===== src/logic/rpo_pkg.sv =====
// Purpose: Shared constants and types for the pulse retransmit output block
// Assumes: 200 MHz reference clock, APB register access with 32-bit data
// Notes:   Register offsets are byte addresses of aligned words
`default_nettype none
package rpo_pkg;

  // Register byte offsets
  localparam logic [11:0] OFS_CTRL   = 12'h000;
  localparam logic [11:0] OFS_DIV    = 12'h004;
  localparam logic [11:0] OFS_WIDTH  = 12'h008;
  localparam logic [11:0] OFS_STATUS = 12'h00c;
  localparam logic [11:0] OFS_EVENT  = 12'h010;

  // Control register field positions
  localparam int CTRL_ENABLE_BIT  = 0;
  localparam int CTRL_SRC_LSB     = 1;
  localparam int CTRL_SUB_BIT     = 3;

  // Event register field positions (write one to act)
  localparam int EVT_CLR_A_BIT = 0;
  localparam int EVT_CLR_B_BIT = 1;

  // Status register field positions
  localparam int STAT_QUEUE_LSB = 0;
  localparam int STAT_OUT_BIT   = 16;
  localparam int STAT_BUSY_BIT  = 17;
  localparam int STAT_AVAIL_BIT = 18;

  // Field widths
  localparam int DIV_W   = 16;
  localparam int QUEUE_W = 16;
  localparam int WSEL_W  = 4;
  localparam int MS_W    = 10;

  // Reset values
  localparam logic              RST_ENABLE = 1'b0;
  localparam logic [DIV_W-1:0]  RST_DIV    = 16'h0001;
  localparam logic [WSEL_W-1:0] RST_WSEL   = 4'h0;

  // Timing: one millisecond in nanoseconds and the clock period
  localparam int MS_TIME_NS    = 1000000;
  localparam int CLK_PERIOD_NS = 5;
  localparam int CYC_PER_MS    = MS_TIME_NS / CLK_PERIOD_NS;

  // Number of selectable pulse widths
  localparam int WIDTH_COUNT = 11;
  localparam logic [WSEL_W-1:0] WSEL_MAX = 4'ha;

  // Output source selection codes
  typedef enum logic [1:0]
  {
    SRC_COPY_A = 2'b00,
    SRC_COPY_B = 2'b01,
    SRC_SCALED = 2'b10,
    SRC_NONE   = 2'b11
  } rpo_src_t;

  // Configuration carried from the register file into the generator
  typedef struct packed
  {
    logic              enable;
    rpo_src_t          source;
    logic              composite_sub;
    logic [DIV_W-1:0]  divisor;
    logic [WSEL_W-1:0] width_sel;
  } rpo_cfg_t;

  // Pulse width in milliseconds for a selector value
  function automatic logic [MS_W-1:0] width_ms(input logic [WSEL_W-1:0] sel);
    logic [MS_W-1:0] ms;
    ms = 10'h00a;
    case (sel)
      4'h0:    ms = 10'h00a;
      4'h1:    ms = 10'h014;
      4'h2:    ms = 10'h032;
      4'h3:    ms = 10'h064;
      4'h4:    ms = 10'h0c8;
      4'h5:    ms = 10'h12c;
      4'h6:    ms = 10'h190;
      4'h7:    ms = 10'h1f4;
      4'h8:    ms = 10'h258;
      4'h9:    ms = 10'h320;
      default: ms = 10'h3e8;
    endcase
    return ms;
  endfunction

endpackage
`default_nettype wire


===== src/logic/rpo_ms_tick.sv =====
// Purpose: Millisecond tick divider with synchronous restart
// Assumes: Single reference clock, restart comes from the same clock domain
// Notes:   Tick is a one-cycle enable, first tick one full period after restart
`default_nettype none
module rpo_ms_tick #(
  parameter int CYC_PER_MS = rpo_pkg::CYC_PER_MS
)(
  input  wire logic clk_i,
  input  wire logic arst_n_i,
  input  wire logic restart_i,
  output var  logic tick_o
);

  localparam logic [17:0] LAST = 18'(CYC_PER_MS - 1);

  logic [17:0] count;

  // Free counter, restarted at each pulse start and at each pulse end
  always_ff @(posedge clk_i or negedge arst_n_i)
  begin
    if (!arst_n_i)
    begin
      count  <= 18'h00000;
      tick_o <= 1'b0;
    end
    else if (restart_i)
    begin
      count  <= 18'h00000;
      tick_o <= 1'b0;
    end
    else if (count == LAST)
    begin
      count  <= 18'h00000;
      tick_o <= 1'b1;
    end
    else
    begin
      count  <= count + 18'h00001;
      tick_o <= 1'b0;
    end
  end

endmodule
`default_nettype wire


===== src/logic/rpo_pulse_out.sv =====
// Purpose: Retransmitted pulse output generator with APB configuration
// Assumes: Input pins A and b are asynchronous; total increment and total
//          clears come from logic on the same clock as one-cycle pulses
// Notes:   Output high means the open-collector transistor is on
//
// Behaviour
// - Output follows copy of input A, copy of input b, or scaled total.
// - Scaled mode counts one pulse per composite total digit increment.
// - Scaled source unavailable when composite total is A minus b.
// - Annunciator follows transistor when scaled, lit steadily when copying.
// - Divisor and width act only while scaled source is selected.
// - Scaled pulses are divided, one output per divisor increments.
// - Each scaled pulse lasts one of eleven millisecond widths.
// - Surplus divided pulses queue and go out in turn, each followed by an off gap as long as the width.
// - Clearing total A or total b discards queued pulses.
// - Queued count starts at zero after reset.
`default_nettype none
module rpo_pulse_out #(
  parameter int CYC_PER_MS = rpo_pkg::CYC_PER_MS
)(
  input  wire logic        REF_CLK_I,
  input  wire logic        ARST_N_I,
  // APB slave
  input  wire logic        PSEL_I,
  input  wire logic        PENABLE_I,
  input  wire logic        PWRITE_I,
  input  wire logic [11:0] PADDR_I,
  input  wire logic [31:0] PWDATA_I,
  output var  logic [31:0] PRDATA_O,
  output var  logic        PREADY_O,
  output var  logic        PSLVERR_O,
  // Pulse inputs from pins
  input  wire logic        PULSE_A_I,
  input  wire logic        PULSE_B_I,
  // Composite total events from the totaliser core
  input  wire logic        TOTAL_LSD_INC_I,
  input  wire logic        TOTAL_A_CLR_I,
  input  wire logic        TOTAL_B_CLR_I,
  // Outputs
  output var  logic        PULSE_OUT_O,
  output var  logic        RETRANSMIT_ANNUNCIATOR_O
);

  rpo_pkg::rpo_cfg_t cfg;

  logic [1:0]                    sync_a;
  logic [1:0]                    sync_b;
  logic                          apb_access;
  logic                          apb_commit;
  logic                          wr_ctrl;
  logic                          wr_div;
  logic                          wr_width;
  logic                          wr_event;
  logic                          sw_clr;
  logic                          queue_clear;
  logic                          scaled_active;
  logic                          divided_pulse;
  logic [rpo_pkg::DIV_W-1:0]     div_count;
  logic [rpo_pkg::QUEUE_W-1:0]   queue;
  logic                          busy;
  logic                          in_gap;
  logic                          pulse_on;
  logic [rpo_pkg::MS_W-1:0]      ms_count;
  logic [rpo_pkg::MS_W-1:0]      width_now;
  logic                          start_pulse;
  logic                          ms_tick;
  logic                          next_out;
  logic [31:0]                   next_rdata;
  logic                          next_err;

  // Address match for one register, used by every decode
  function automatic logic hit(input logic [11:0] addr, input logic [11:0] ofs);
    return addr == ofs;
  endfunction

  // Two-stage synchronisers for the asynchronous pulse pins
  always_ff @(posedge REF_CLK_I or negedge ARST_N_I)
  begin
    if (!ARST_N_I)
    begin
      sync_a <= 2'b00;
      sync_b <= 2'b00;
    end
    else
    begin
      sync_a <= {sync_a[0], PULSE_A_I};
      sync_b <= {sync_b[0], PULSE_B_I};
    end
  end

  // APB phases: answer prepared, then committed when pready is seen
  assign apb_access = PSEL_I && PENABLE_I && !PREADY_O;
  assign apb_commit = PSEL_I && PENABLE_I && PREADY_O;
  assign wr_ctrl    = apb_commit && PWRITE_I && hit(PADDR_I, rpo_pkg::OFS_CTRL);
  assign wr_div     = apb_commit && PWRITE_I && hit(PADDR_I, rpo_pkg::OFS_DIV);
  assign wr_width   = apb_commit && PWRITE_I && hit(PADDR_I, rpo_pkg::OFS_WIDTH);
  assign wr_event   = apb_commit && PWRITE_I && hit(PADDR_I, rpo_pkg::OFS_EVENT);

  // Software total clears count as total resets too
  assign sw_clr = wr_event && (PWDATA_I[rpo_pkg::EVT_CLR_A_BIT]
                               || PWDATA_I[rpo_pkg::EVT_CLR_B_BIT]);

  // Control register
  always_ff @(posedge REF_CLK_I or negedge ARST_N_I)
  begin
    if (!ARST_N_I)
    begin
      cfg.enable        <= rpo_pkg::RST_ENABLE;
      cfg.source        <= rpo_pkg::SRC_COPY_A;
      cfg.composite_sub <= 1'b0;
    end
    else if (wr_ctrl)
    begin
      cfg.enable        <= PWDATA_I[rpo_pkg::CTRL_ENABLE_BIT];
      cfg.source        <= rpo_pkg::rpo_src_t'(PWDATA_I[rpo_pkg::CTRL_SRC_LSB +: 2]);
      cfg.composite_sub <= PWDATA_I[rpo_pkg::CTRL_SUB_BIT];
    end
  end

  // Divisor register, zero is held as one
  always_ff @(posedge REF_CLK_I or negedge ARST_N_I)
  begin
    if (!ARST_N_I)
    begin
      cfg.divisor <= rpo_pkg::RST_DIV;
    end
    else if (wr_div)
    begin
      if (PWDATA_I[rpo_pkg::DIV_W-1:0] == '0)
      begin
        cfg.divisor <= rpo_pkg::RST_DIV;
      end
      else
      begin
        cfg.divisor <= PWDATA_I[rpo_pkg::DIV_W-1:0];
      end
    end
  end

  // Width selector register, values past the last entry clamp to it
  always_ff @(posedge REF_CLK_I or negedge ARST_N_I)
  begin
    if (!ARST_N_I)
    begin
      cfg.width_sel <= rpo_pkg::RST_WSEL;
    end
    else if (wr_width)
    begin
      if (PWDATA_I[rpo_pkg::WSEL_W-1:0] > rpo_pkg::WSEL_MAX)
      begin
        cfg.width_sel <= rpo_pkg::WSEL_MAX;
      end
      else
      begin
        cfg.width_sel <= PWDATA_I[rpo_pkg::WSEL_W-1:0];
      end
    end
  end

  // Read mux and error for unmapped addresses
  always_comb
  begin
    next_rdata = 32'h00000000;
    next_err   = 1'b0;
    if (hit(PADDR_I, rpo_pkg::OFS_CTRL))
    begin
      next_rdata[rpo_pkg::CTRL_ENABLE_BIT]       = cfg.enable;
      next_rdata[rpo_pkg::CTRL_SRC_LSB +: 2]     = cfg.source;
      next_rdata[rpo_pkg::CTRL_SUB_BIT]          = cfg.composite_sub;
    end
    else if (hit(PADDR_I, rpo_pkg::OFS_DIV))
    begin
      next_rdata[rpo_pkg::DIV_W-1:0] = cfg.divisor;
    end
    else if (hit(PADDR_I, rpo_pkg::OFS_WIDTH))
    begin
      next_rdata[rpo_pkg::WSEL_W-1:0] = cfg.width_sel;
    end
    else if (hit(PADDR_I, rpo_pkg::OFS_STATUS))
    begin
      next_rdata[rpo_pkg::STAT_QUEUE_LSB +: rpo_pkg::QUEUE_W] = queue;
      next_rdata[rpo_pkg::STAT_OUT_BIT]   = PULSE_OUT_O;
      next_rdata[rpo_pkg::STAT_BUSY_BIT]  = busy;
      next_rdata[rpo_pkg::STAT_AVAIL_BIT] = !cfg.composite_sub;
    end
    else if (hit(PADDR_I, rpo_pkg::OFS_EVENT))
    begin
      next_rdata = 32'h00000000;
    end
    else
    begin
      next_err = 1'b1;
    end
  end

  // APB answer: one wait state, ready for a single cycle
  always_ff @(posedge REF_CLK_I or negedge ARST_N_I)
  begin
    if (!ARST_N_I)
    begin
      PREADY_O  <= 1'b0;
      PRDATA_O  <= 32'h00000000;
      PSLVERR_O <= 1'b0;
    end
    else if (apb_access)
    begin
      PREADY_O  <= 1'b1;
      PRDATA_O  <= PWRITE_I ? 32'h00000000 : next_rdata;
      PSLVERR_O <= next_err;
    end
    else
    begin
      PREADY_O  <= 1'b0;
      PRDATA_O  <= 32'h00000000;
      PSLVERR_O <= 1'b0;
    end
  end

  // Scaled path runs only when enabled, selected and the total is a sum
  assign scaled_active = cfg.enable && (cfg.source == rpo_pkg::SRC_SCALED)
                         && !cfg.composite_sub;
  assign queue_clear = !scaled_active || TOTAL_A_CLR_I || TOTAL_B_CLR_I || sw_clr;
  assign divided_pulse = scaled_active && TOTAL_LSD_INC_I
                         && (div_count == cfg.divisor - 16'h0001);
  // A clear in the same cycle must not launch a pulse it just discarded
  assign start_pulse = !queue_clear && !busy && !in_gap && (queue != '0);
  assign width_now   = rpo_pkg::width_ms(cfg.width_sel);

  // Divider of total digit increments
  always_ff @(posedge REF_CLK_I or negedge ARST_N_I)
  begin
    if (!ARST_N_I)
    begin
      div_count <= '0;
    end
    else if (queue_clear)
    begin
      div_count <= '0;
    end
    else if (TOTAL_LSD_INC_I)
    begin
      if (divided_pulse)
      begin
        div_count <= '0;
      end
      else
      begin
        div_count <= div_count + 16'h0001;
      end
    end
  end

  // Queue of divided pulses awaiting transmission, saturating
  always_ff @(posedge REF_CLK_I or negedge ARST_N_I)
  begin
    if (!ARST_N_I)
    begin
      queue <= '0;
    end
    else if (queue_clear)
    begin
      queue <= '0;
    end
    else if (divided_pulse && !start_pulse && (queue != '1))
    begin
      queue <= queue + 16'h0001;
    end
    else if (start_pulse && !divided_pulse)
    begin
      queue <= queue - 16'h0001;
    end
  end

  // Millisecond tick, restarted at each pulse edge for exact widths
  rpo_ms_tick #(
    .CYC_PER_MS (CYC_PER_MS)
  ) u_ms_tick (
    .clk_i     (REF_CLK_I),
    .arst_n_i  (ARST_N_I),
    .restart_i (start_pulse || (busy && !in_gap && ms_tick && ms_count == width_now)),
    .tick_o    (ms_tick)
  );

  // Pulse timer: on for the width, then off for the width before the next
  always_ff @(posedge REF_CLK_I or negedge ARST_N_I)
  begin
    if (!ARST_N_I)
    begin
      busy     <= 1'b0;
      in_gap   <= 1'b0;
      pulse_on <= 1'b0;
      ms_count <= '0;
    end
    else if (!scaled_active)
    begin
      busy     <= 1'b0;
      in_gap   <= 1'b0;
      pulse_on <= 1'b0;
      ms_count <= '0;
    end
    else if (start_pulse)
    begin
      busy     <= 1'b1;
      pulse_on <= 1'b1;
      ms_count <= 10'h001;
    end
    else if (busy && ms_tick)
    begin
      if (ms_count == width_now)
      begin
        busy     <= 1'b0;
        in_gap   <= 1'b1;
        pulse_on <= 1'b0;
        ms_count <= 10'h001;
      end
      else
      begin
        ms_count <= ms_count + 10'h001;
      end
    end
    else if (in_gap && ms_tick)
    begin
      if (ms_count == width_now)
      begin
        in_gap   <= 1'b0;
        ms_count <= '0;
      end
      else
      begin
        ms_count <= ms_count + 10'h001;
      end
    end
  end

  // Output source selection
  always_comb
  begin
    next_out = 1'b0;
    if (cfg.enable)
    begin
      case (cfg.source)
        rpo_pkg::SRC_COPY_A: next_out = sync_a[1];
        rpo_pkg::SRC_COPY_B: next_out = sync_b[1];
        rpo_pkg::SRC_SCALED: next_out = pulse_on && scaled_active;
        default:             next_out = 1'b0;
      endcase
    end
  end

  // Registered transistor drive and annunciator
  always_ff @(posedge REF_CLK_I or negedge ARST_N_I)
  begin
    if (!ARST_N_I)
    begin
      PULSE_OUT_O              <= 1'b0;
      RETRANSMIT_ANNUNCIATOR_O <= 1'b0;
    end
    else
    begin
      PULSE_OUT_O <= next_out;
      if (cfg.enable && (cfg.source == rpo_pkg::SRC_COPY_A
                         || cfg.source == rpo_pkg::SRC_COPY_B))
      begin
        RETRANSMIT_ANNUNCIATOR_O <= 1'b1;
      end
      else
      begin
        RETRANSMIT_ANNUNCIATOR_O <= next_out;
      end
    end
  end

endmodule
`default_nettype wire


===== config.mk =====
export PLATFORM = sky130hd
export DESIGN_NAME = rpo_pulse_out
export DESIGN_NICKNAME = d
export VERILOG_FILES = /design/src/logic/rpo_pkg.sv /design/src/logic/rpo_ms_tick.sv /design/src/logic/rpo_pulse_out.sv
export SDC_FILE = /design/constraint.sdc
export NUM_CORES = 1
export LEC_CHECK = 0
export ABC_AREA = 1
export BUFFER_PORTS_ARGS = -buffer_cell sky130_fd_sc_hd__buf_2
export CAP_MARGIN = 20
export CORE_MARGIN = 1.5
export CORE_UTILIZATION = 36
export DETAILED_ROUTE_END_ITERATION = 6
export GPL_TIMING_DRIVEN = 0
export PLACE_DENSITY_LB_ADDON = 0.25
export SLEW_MARGIN = 5
export SYNTH_ARGS = -nofsm -noshare
export SYNTH_HDL_FRONTEND = slang
export SYNTH_SLANG_ARGS = --single-unit

===== constraint.sdc =====
create_clock -name REF_CLK_I -period 4.5 [get_ports REF_CLK_I]
set_input_delay 0.45 -clock REF_CLK_I [delete_from_list [all_inputs] [get_ports REF_CLK_I]]
set_output_delay 0.45 -clock REF_CLK_I [all_outputs]
set_load 0.02 [all_outputs]

== Word-level counts from Yosys, hierarchy flattened ==
Memories as Yosys holds them, arrays and structs flattened.
Index checks and enable logic that the tools add are counted.

* Logic and storage cells: 143
* Register bits: 127
* Memories kept: 1
* Input port bits: 54
* Output and inout port bits: 36
* Memory bits (read-only): 144

{| class="wikitable"
|+ Memories
! memory !! words !! width !! read ports !! clocked after memory_dff !! wr ports !! line !! text
|-
| (name not given) || 16 || 9 || 1 || 0 || 0 || rpo_pkg.sv:72 || <nowiki>case (sel)</nowiki>
|}

* Equal/unequal tests: 17
* $add $sub $neg: 6
* Multiplexer cells: 51
* Magnitude comparators: 1
* Reduce and logical (&&, ||, !) cells: 48

{| class="wikitable"
|+ Operators by type and width
! kind !! number
|-
| $mux 32 || 6
|-
| $mux 16 || 9
|-
| $mux 10 || 6
|-
| $mux 28 || 2
|-
| $mux 18 || 2
|-
| $add 16x1->16 const B || 2
|-
| $sub 16x1->16 const B || 2
|-
| $logic_and 1x1->1 || 26
|-
| $eq 12x4->1 const B || 2
|-
| $mux 1 || 20
|-
| $mux 19 || 1
|-
| $add 18x1->18 const B || 1
|-
| $eq 18x18->1 const B || 1
|-
| $eq 16x16->1 || 1
|-
| $logic_not 16->1 || 1
|-
| $ne 16x16->1 const B || 1
|-
| $reduce_bool 16->1 || 1
|-
| $mux 13 || 1
|-
| $eq 12x3->1 const B || 1
|-
| $eq 12x5->1 const B || 1
|-
| $logic_not 12->1 || 1
|-
| $mux 4 || 3
|-
| $add 10x1->10 const B || 1
|-
| $eq 10x10->1 || 1
|-
| 15 further kinds || 30
|}

== Longest topological paths before layout ==
* Depth in word-level cells: 16
* Mapped depth: 23
* Mapped depth without buffers: 23

== By module ==
Synthesis repeated with hierarchy kept, for this count alone.

* Cells, all modules: 977
* Area, all modules: 7,429.6 um^2

{| class="wikitable"
|+ Modules (own cells, without submodules)
! module !! seq. area each (um^2) !! cells each !! times used !! area each (um^2)
|-
| rpo_pulse_out || 2,378.5 || 851 || 1 || 6,387.4
|-
| rpo_ms_tick || 475.5 || 126 || 1 || 1,042.2
|}

== Worst setup path after synthesis ==
Ideal clock, no wire load.

* Path type: reg2reg
* Start point: reg cfg[4] in the netlist's numbering
* End point: reg queue[12] in the netlist's numbering
* Period minus slack after synthesis: 4.010 ns
* Buffers on the path: 0
* Arrival time: 3.882 ns
* Path slack: 0.490 ns
* Cell stages (with the launch flop): 23
* Required time: 4.371 ns
* Library setup time: 0.129 ns
* Cell sequence: dfstp_2 -> clkinv_1 -> ha_1 -> inv_1 -> nand2_1 -> nand2_1 -> xnor2_1 -> nand4_1 -> nor2_1 -> nand4_1 -> nor3_1 -> nand4_1 -> fa_1 -> nand3_1 -> nand2_1 -> nand3_1 -> nand2_1 -> a21boi_0 -> o21ai_0 -> nand2_1 -> nand2_1 -> xor2_1 -> o22ai_2

* Cells in the longest elaborated chain, start to end: 7
* Elaborated cells on any way between the ends: 10
* Classes of those cells: add/sub: 1; eq/ne: 1; mux: 2; reduce/logical: 6

{| class="wikitable"
|+ Ends and longest elaborated chain
! what !! line !! text
|-
| start: declaration || rpo_pulse_out.sv:44 || <nowiki>rpo_pkg::rpo_cfg_t cfg;</nowiki>
|-
| $sub 16x1->16 (*) || rpo_pulse_out.sv:224 || <nowiki>&& (div_count == cfg.divisor - 16'h0001);</nowiki>
|-
| $eq 16x16->1 (*) || rpo_pulse_out.sv:224 ||
|-
| $logic_and 1x1->1 (*) || rpo_pulse_out.sv:224 ||
|-
| $logic_and 1x1->1 (2 in series) || rpo_pulse_out.sv:264 || <nowiki>else if (divided_pulse && !start_pulse && (queue != '1))</nowiki>
|-
| $mux 16 || rpo_pulse_out.sv:264 ||
|-
| $mux 16 || rpo_pulse_out.sv:260 || <nowiki>else if (queue_clear)</nowiki>
|-
| end signal: assignment || rpo_pulse_out.sv:266 || <nowiki>queue <= queue + 16'h0001;</nowiki>
|-
| end signal: assignment || rpo_pulse_out.sv:270 || <nowiki>queue <= queue - 16'h0001;</nowiki>
|-
| end: declaration || rpo_pulse_out.sv:59 || <nowiki>logic [rpo_pkg::QUEUE_W-1:0] queue;</nowiki>
|}

Every way passes the cells marked *; elsewhere a longest branch is shown, timed or not.
A chain may end at the register's enable or synchronous reset.

== Final worst setup path ==
Same ends and word-level chain as after synthesis.

==> results.py <==
metrics = {
    "status": {
        "status": "complete, no violations",
    },
    "global_route": {
        "grt_pass1_wl_mm": 32.0,
        "gr-usage-met3": 0.0357,
        "grtUsageTotal": 0.187,
        "grt_pass1_vias": 6561,
        "grt_max_degree": 64,
        "met1_usage": 0.232,
        "grt_busiest_layer": "met2",
        "grt_use_met2": 0.317,
        "antenna_found_initial": 0,
        "grt_overflow_total": 0,
    },
    "sta": {
        "rsz0062_at_grt": "no",
        "relSlewSlack": 0.560,
        "finalCritPeriodShare": 0.905,
        "worst_slew_pin_slew_ps": 653,
        "hold_viol": 0,
        "drv_slew": 0,
        "fin_tns_setup_ps": 0,
        "finalSetupViolCount": 0,
        "fin_crit_ps": 4070,
        "worst_clock_skew_ps": 11.0,
        "fmax_mhz": 246,
    },
    "floorplan": {
        "dieArea_sq_um": 21500,
        "die_y_um": 147,
        "die-width_um": 147,
        "io_pins": 90,
        "core_sq_um": 20200,
        "num_rows": 52,
        "initial_core_util": 0.367,
    },
    "logic_synthesis": {
        "synth_top_area_share": 0.380,
        "synthXorXnorAreaFrac": 0.0634,
        "synthAdderAreaFrac": 0.0431,
        "yosysWarnings": 0,
        "synthTopCellsByArea": "dfrtp_1 38%, nand2_1 9.3%, inv_1 7.0%",
        "netlist_instances": 974,
        "ys_async_sr_fraction": 1.00,
        "synth-simple-area-share": 0.297,
        "synth_common_cells": "185 x nand2_1, 138 x inv_1, 113 x dfrtp_1, 113 x nor2_1, 58 x nand3_1",
        "synth-edff-count": 0,
        "yosysSeqAreaShare": 0.384,
        "syn_area_sq_um": 7430,
        "synth_compound_area_frac": 0.114,
        "muxShareOfSynthArea": 0.00135,
        "postSynthAreaPerCell_sq_um": 7.63,
        "synth_top_family_by_area": "simple AND/OR/NAND/NOR gates",
        "yosys.area.top_type": "dfrtp_1",
        "yosys.cell_types.count": 54,
        "synth.most_common_cell": "nand2_1",
        "ys_seq_elements": 114,
        "synthFlopType": "dfrtp_1",
    },
    "final_layout": {
        "final_cell_count_no_fill": 1353,
        "fill_cells": 2037,
        "nNetsFinal": 1149,
        "antenna_cells": 0,
        "layout-drive-gt1-share": 0.151,
        "area_growth_pct": 17.8,
    },
    "worst_setup_path": {
        "crit_required_ps": 4810,
        "cp_top_family": "simple AND/OR/NAND/NOR gates",
        "cp.arrival_ps": 4380,
        "cpMostUsedCell": "nand2_1",
        "slowest_stage": "dfstp_2",
        "slowest_delay_ps": 550,
        "critical_path_class": "reg -> reg",
        "r2r_setup_slack_ps": 430,
        "cp-start-kind": "flop",
        "cp-startpoint": "cfg[4]$_DFFE_PN1P_",
        "cp_num_buf_inv": 3,
        "end_kind": "flop",
        "cp_max_fo": 8,
        "crit_chain": "clkinvlp_4 -> ha_2 -> inv_1 -> nand2_1 -> nand3_1 -> nor2_1 -> nand4_1 -> nor2_1 -> nand4_1 -> nor3_1 -> nand4_1 -> buf_4 -> fa_1 -> nand3_1 -> nand2_1 -> nand3_1 -> nand2_1 -> a21boi_0 -> o21ai_0 -> nand2_1 -> nand2_1 -> xor2_1 -> o22ai_2",
        "timing.rr.start": "cfg[4]$_DFFE_PN1P_",
    },
    "drt": {
        "drc": 0,
        "routed_wl_mm": 19.0,
        "firstDrtPassIters": 5,
        "antenna_left": 0,
        "viasPerCell": 4.93,
        "drt_iter0_markers": 268,
        "post_drt_wl_per_cell_um": 14.0,
        "vias": 6668,
    },
    "hold_path": {
        "min-delay-start": "PULSE_A_I",
        "holdCritPathClass": "in -> reg",
    },
    "flow_run": {
        "drv_cap": 0,
    },
    "clock_network": {
        "cts-buffers-inserted": 17,
        "cts_sinks": 114,
        "clock_latency_ps": 430,
        "cts_tree": "built",
        "ctsLongestPathBuffers": 2,
        "htree_levels": 4,
        "root_buffer": "clkbuf_16",
        "clk_pin_slew_worst_paths_ps": 60,
    },
    "pwr": {
        "powerDensity_nw_per_um2": 276,
        "power_leakage_nw": 4.08,
        "ir_worst_vdd_mv": 0.252,
    },
    "placement": {
        "place_inst": 1317,
        "hpwl_mm": 14.7,
        "place.gp.congestion": 0.890,
        "place.port_buffers": 60,
    },
}
-- final timing paths --
kind	end	cells past startpoint
setup / recovery	queue[12]$_DFFE_PN0P_	23
hold / removal	sync_a[0]$_DFF_PN0_	1
setup reg to reg	queue[12]$_DFFE_PN0P_	23
hold reg to reg	sync_b[1]$_DFF_PN0_	0
max in group asynchronous	cfg[4]$_DFFE_PN1P_	3
min in group asynchronous	sync_b[0]$_DFF_PN0_	2
-- area by class of cell --
class / instances / area [sq um] / share of cell area
timing repair buffer: 65 / 367 / 0.0419
multi-input combinational: 701 / 3920 / 0.447
tap: 270 / 338 / 0.0386
clock inverter: 14 / 129 / 0.0147
clock buffer: 18 / 439 / 0.0501
inverter: 146 / 552 / 0.0630
buffer: 25 / 165 / 0.0189
sequential: 114 / 2850 / 0.326
-- metal layers --
metal | part of all wire | wire [um] | up-vias
li1 | - | - | 3381
met1 | 0.45 | 8540 | 3134
met2 | 0.49 | 9230 | 117
met3 | 0.030 | 578 | 36
met4 | 0.034 | 654 | 0
met5 | 0 | 0 | -
-- report_power, final --
group          switching [mW]  internal [mW]  total [mW]
logic                  0.0547         0.0273      0.0820
registers             0.00132           1.03        1.03
clock network           0.531          0.778        1.31
-- timing repair --
action | CTS | global route
resized for setup | 0 | 2
setup buffers | 3 | 0
cloned | 0 | 0
endpoints found under the hold margin | 27 | 0
hold buffers | 1 | 0
endpoints found under the setup margin | 9 | 2
-- layout by cell type (no fill, tap or decap), drive strengths merged, types with 2 or more instances in the layout --
cell type and n:
a41oi 2, nand3b 5, o21ai 56, clkinvlp 4, a21o 2, o22ai 29, nor2 125, a21boi 3
o21bai 2, nand3 61, clkbuf 25, dfrtp 113, or2 5, nor3 30, clkinv 7, nand2 192
nand4 28, nor3b 4, a21oi 32, o221ai 2, xnor2 20, ha 24, nor4 20, a211oi 4
conb 13, buf 82, xor2 33, inv 148
-- sequential cells by signal, summed over array words and instances (netlist names) --
signal / flops
queue: 16
PSLVERR_O: 1
PRDATA_O: 19
RETRANSMIT_ANNUNCIATOR_O: 1
in_gap: 1
sync_b: 2
pulse_on: 1
cfg: 24
div_count: 16
PULSE_OUT_O: 1
u_ms_tick.tick_o: 1
ms_count: 10
PREADY_O: 1
sync_a: 2
u_ms_tick.count: 18
-- logic make-up after synthesis --
| kind of cell | after synthesis |
|---|---|
| XOR/XNOR | 53 |
| AO/OA/AOI/OAI | 138 |
| flip-flops | 114 |
| AND/OR/NAND/NOR | 471 |
| buffers and inverters | 171 |
| multiplexers | 1 |
| other | 1 |
| adder cells (fa/ha/maj) | 25 |
-- through the flow --
step	power [mW]	setup slack, ps	util	cell area (sq um)	hold WS [ps]
2_1_floorplan	1.08	490	-	7480	154
3_3_place_gp	1.13	-521	0.401	8120	345
3_5_place_dp	1.13	-543	0.403	8150	350
4_1_cts	2.45	308	0.433	8750	116
5_1_grt	2.50	35.9	0.433	8760	113
6_report	2.42	427	0.433	8760	128
(Power assumes the default switching activity.)
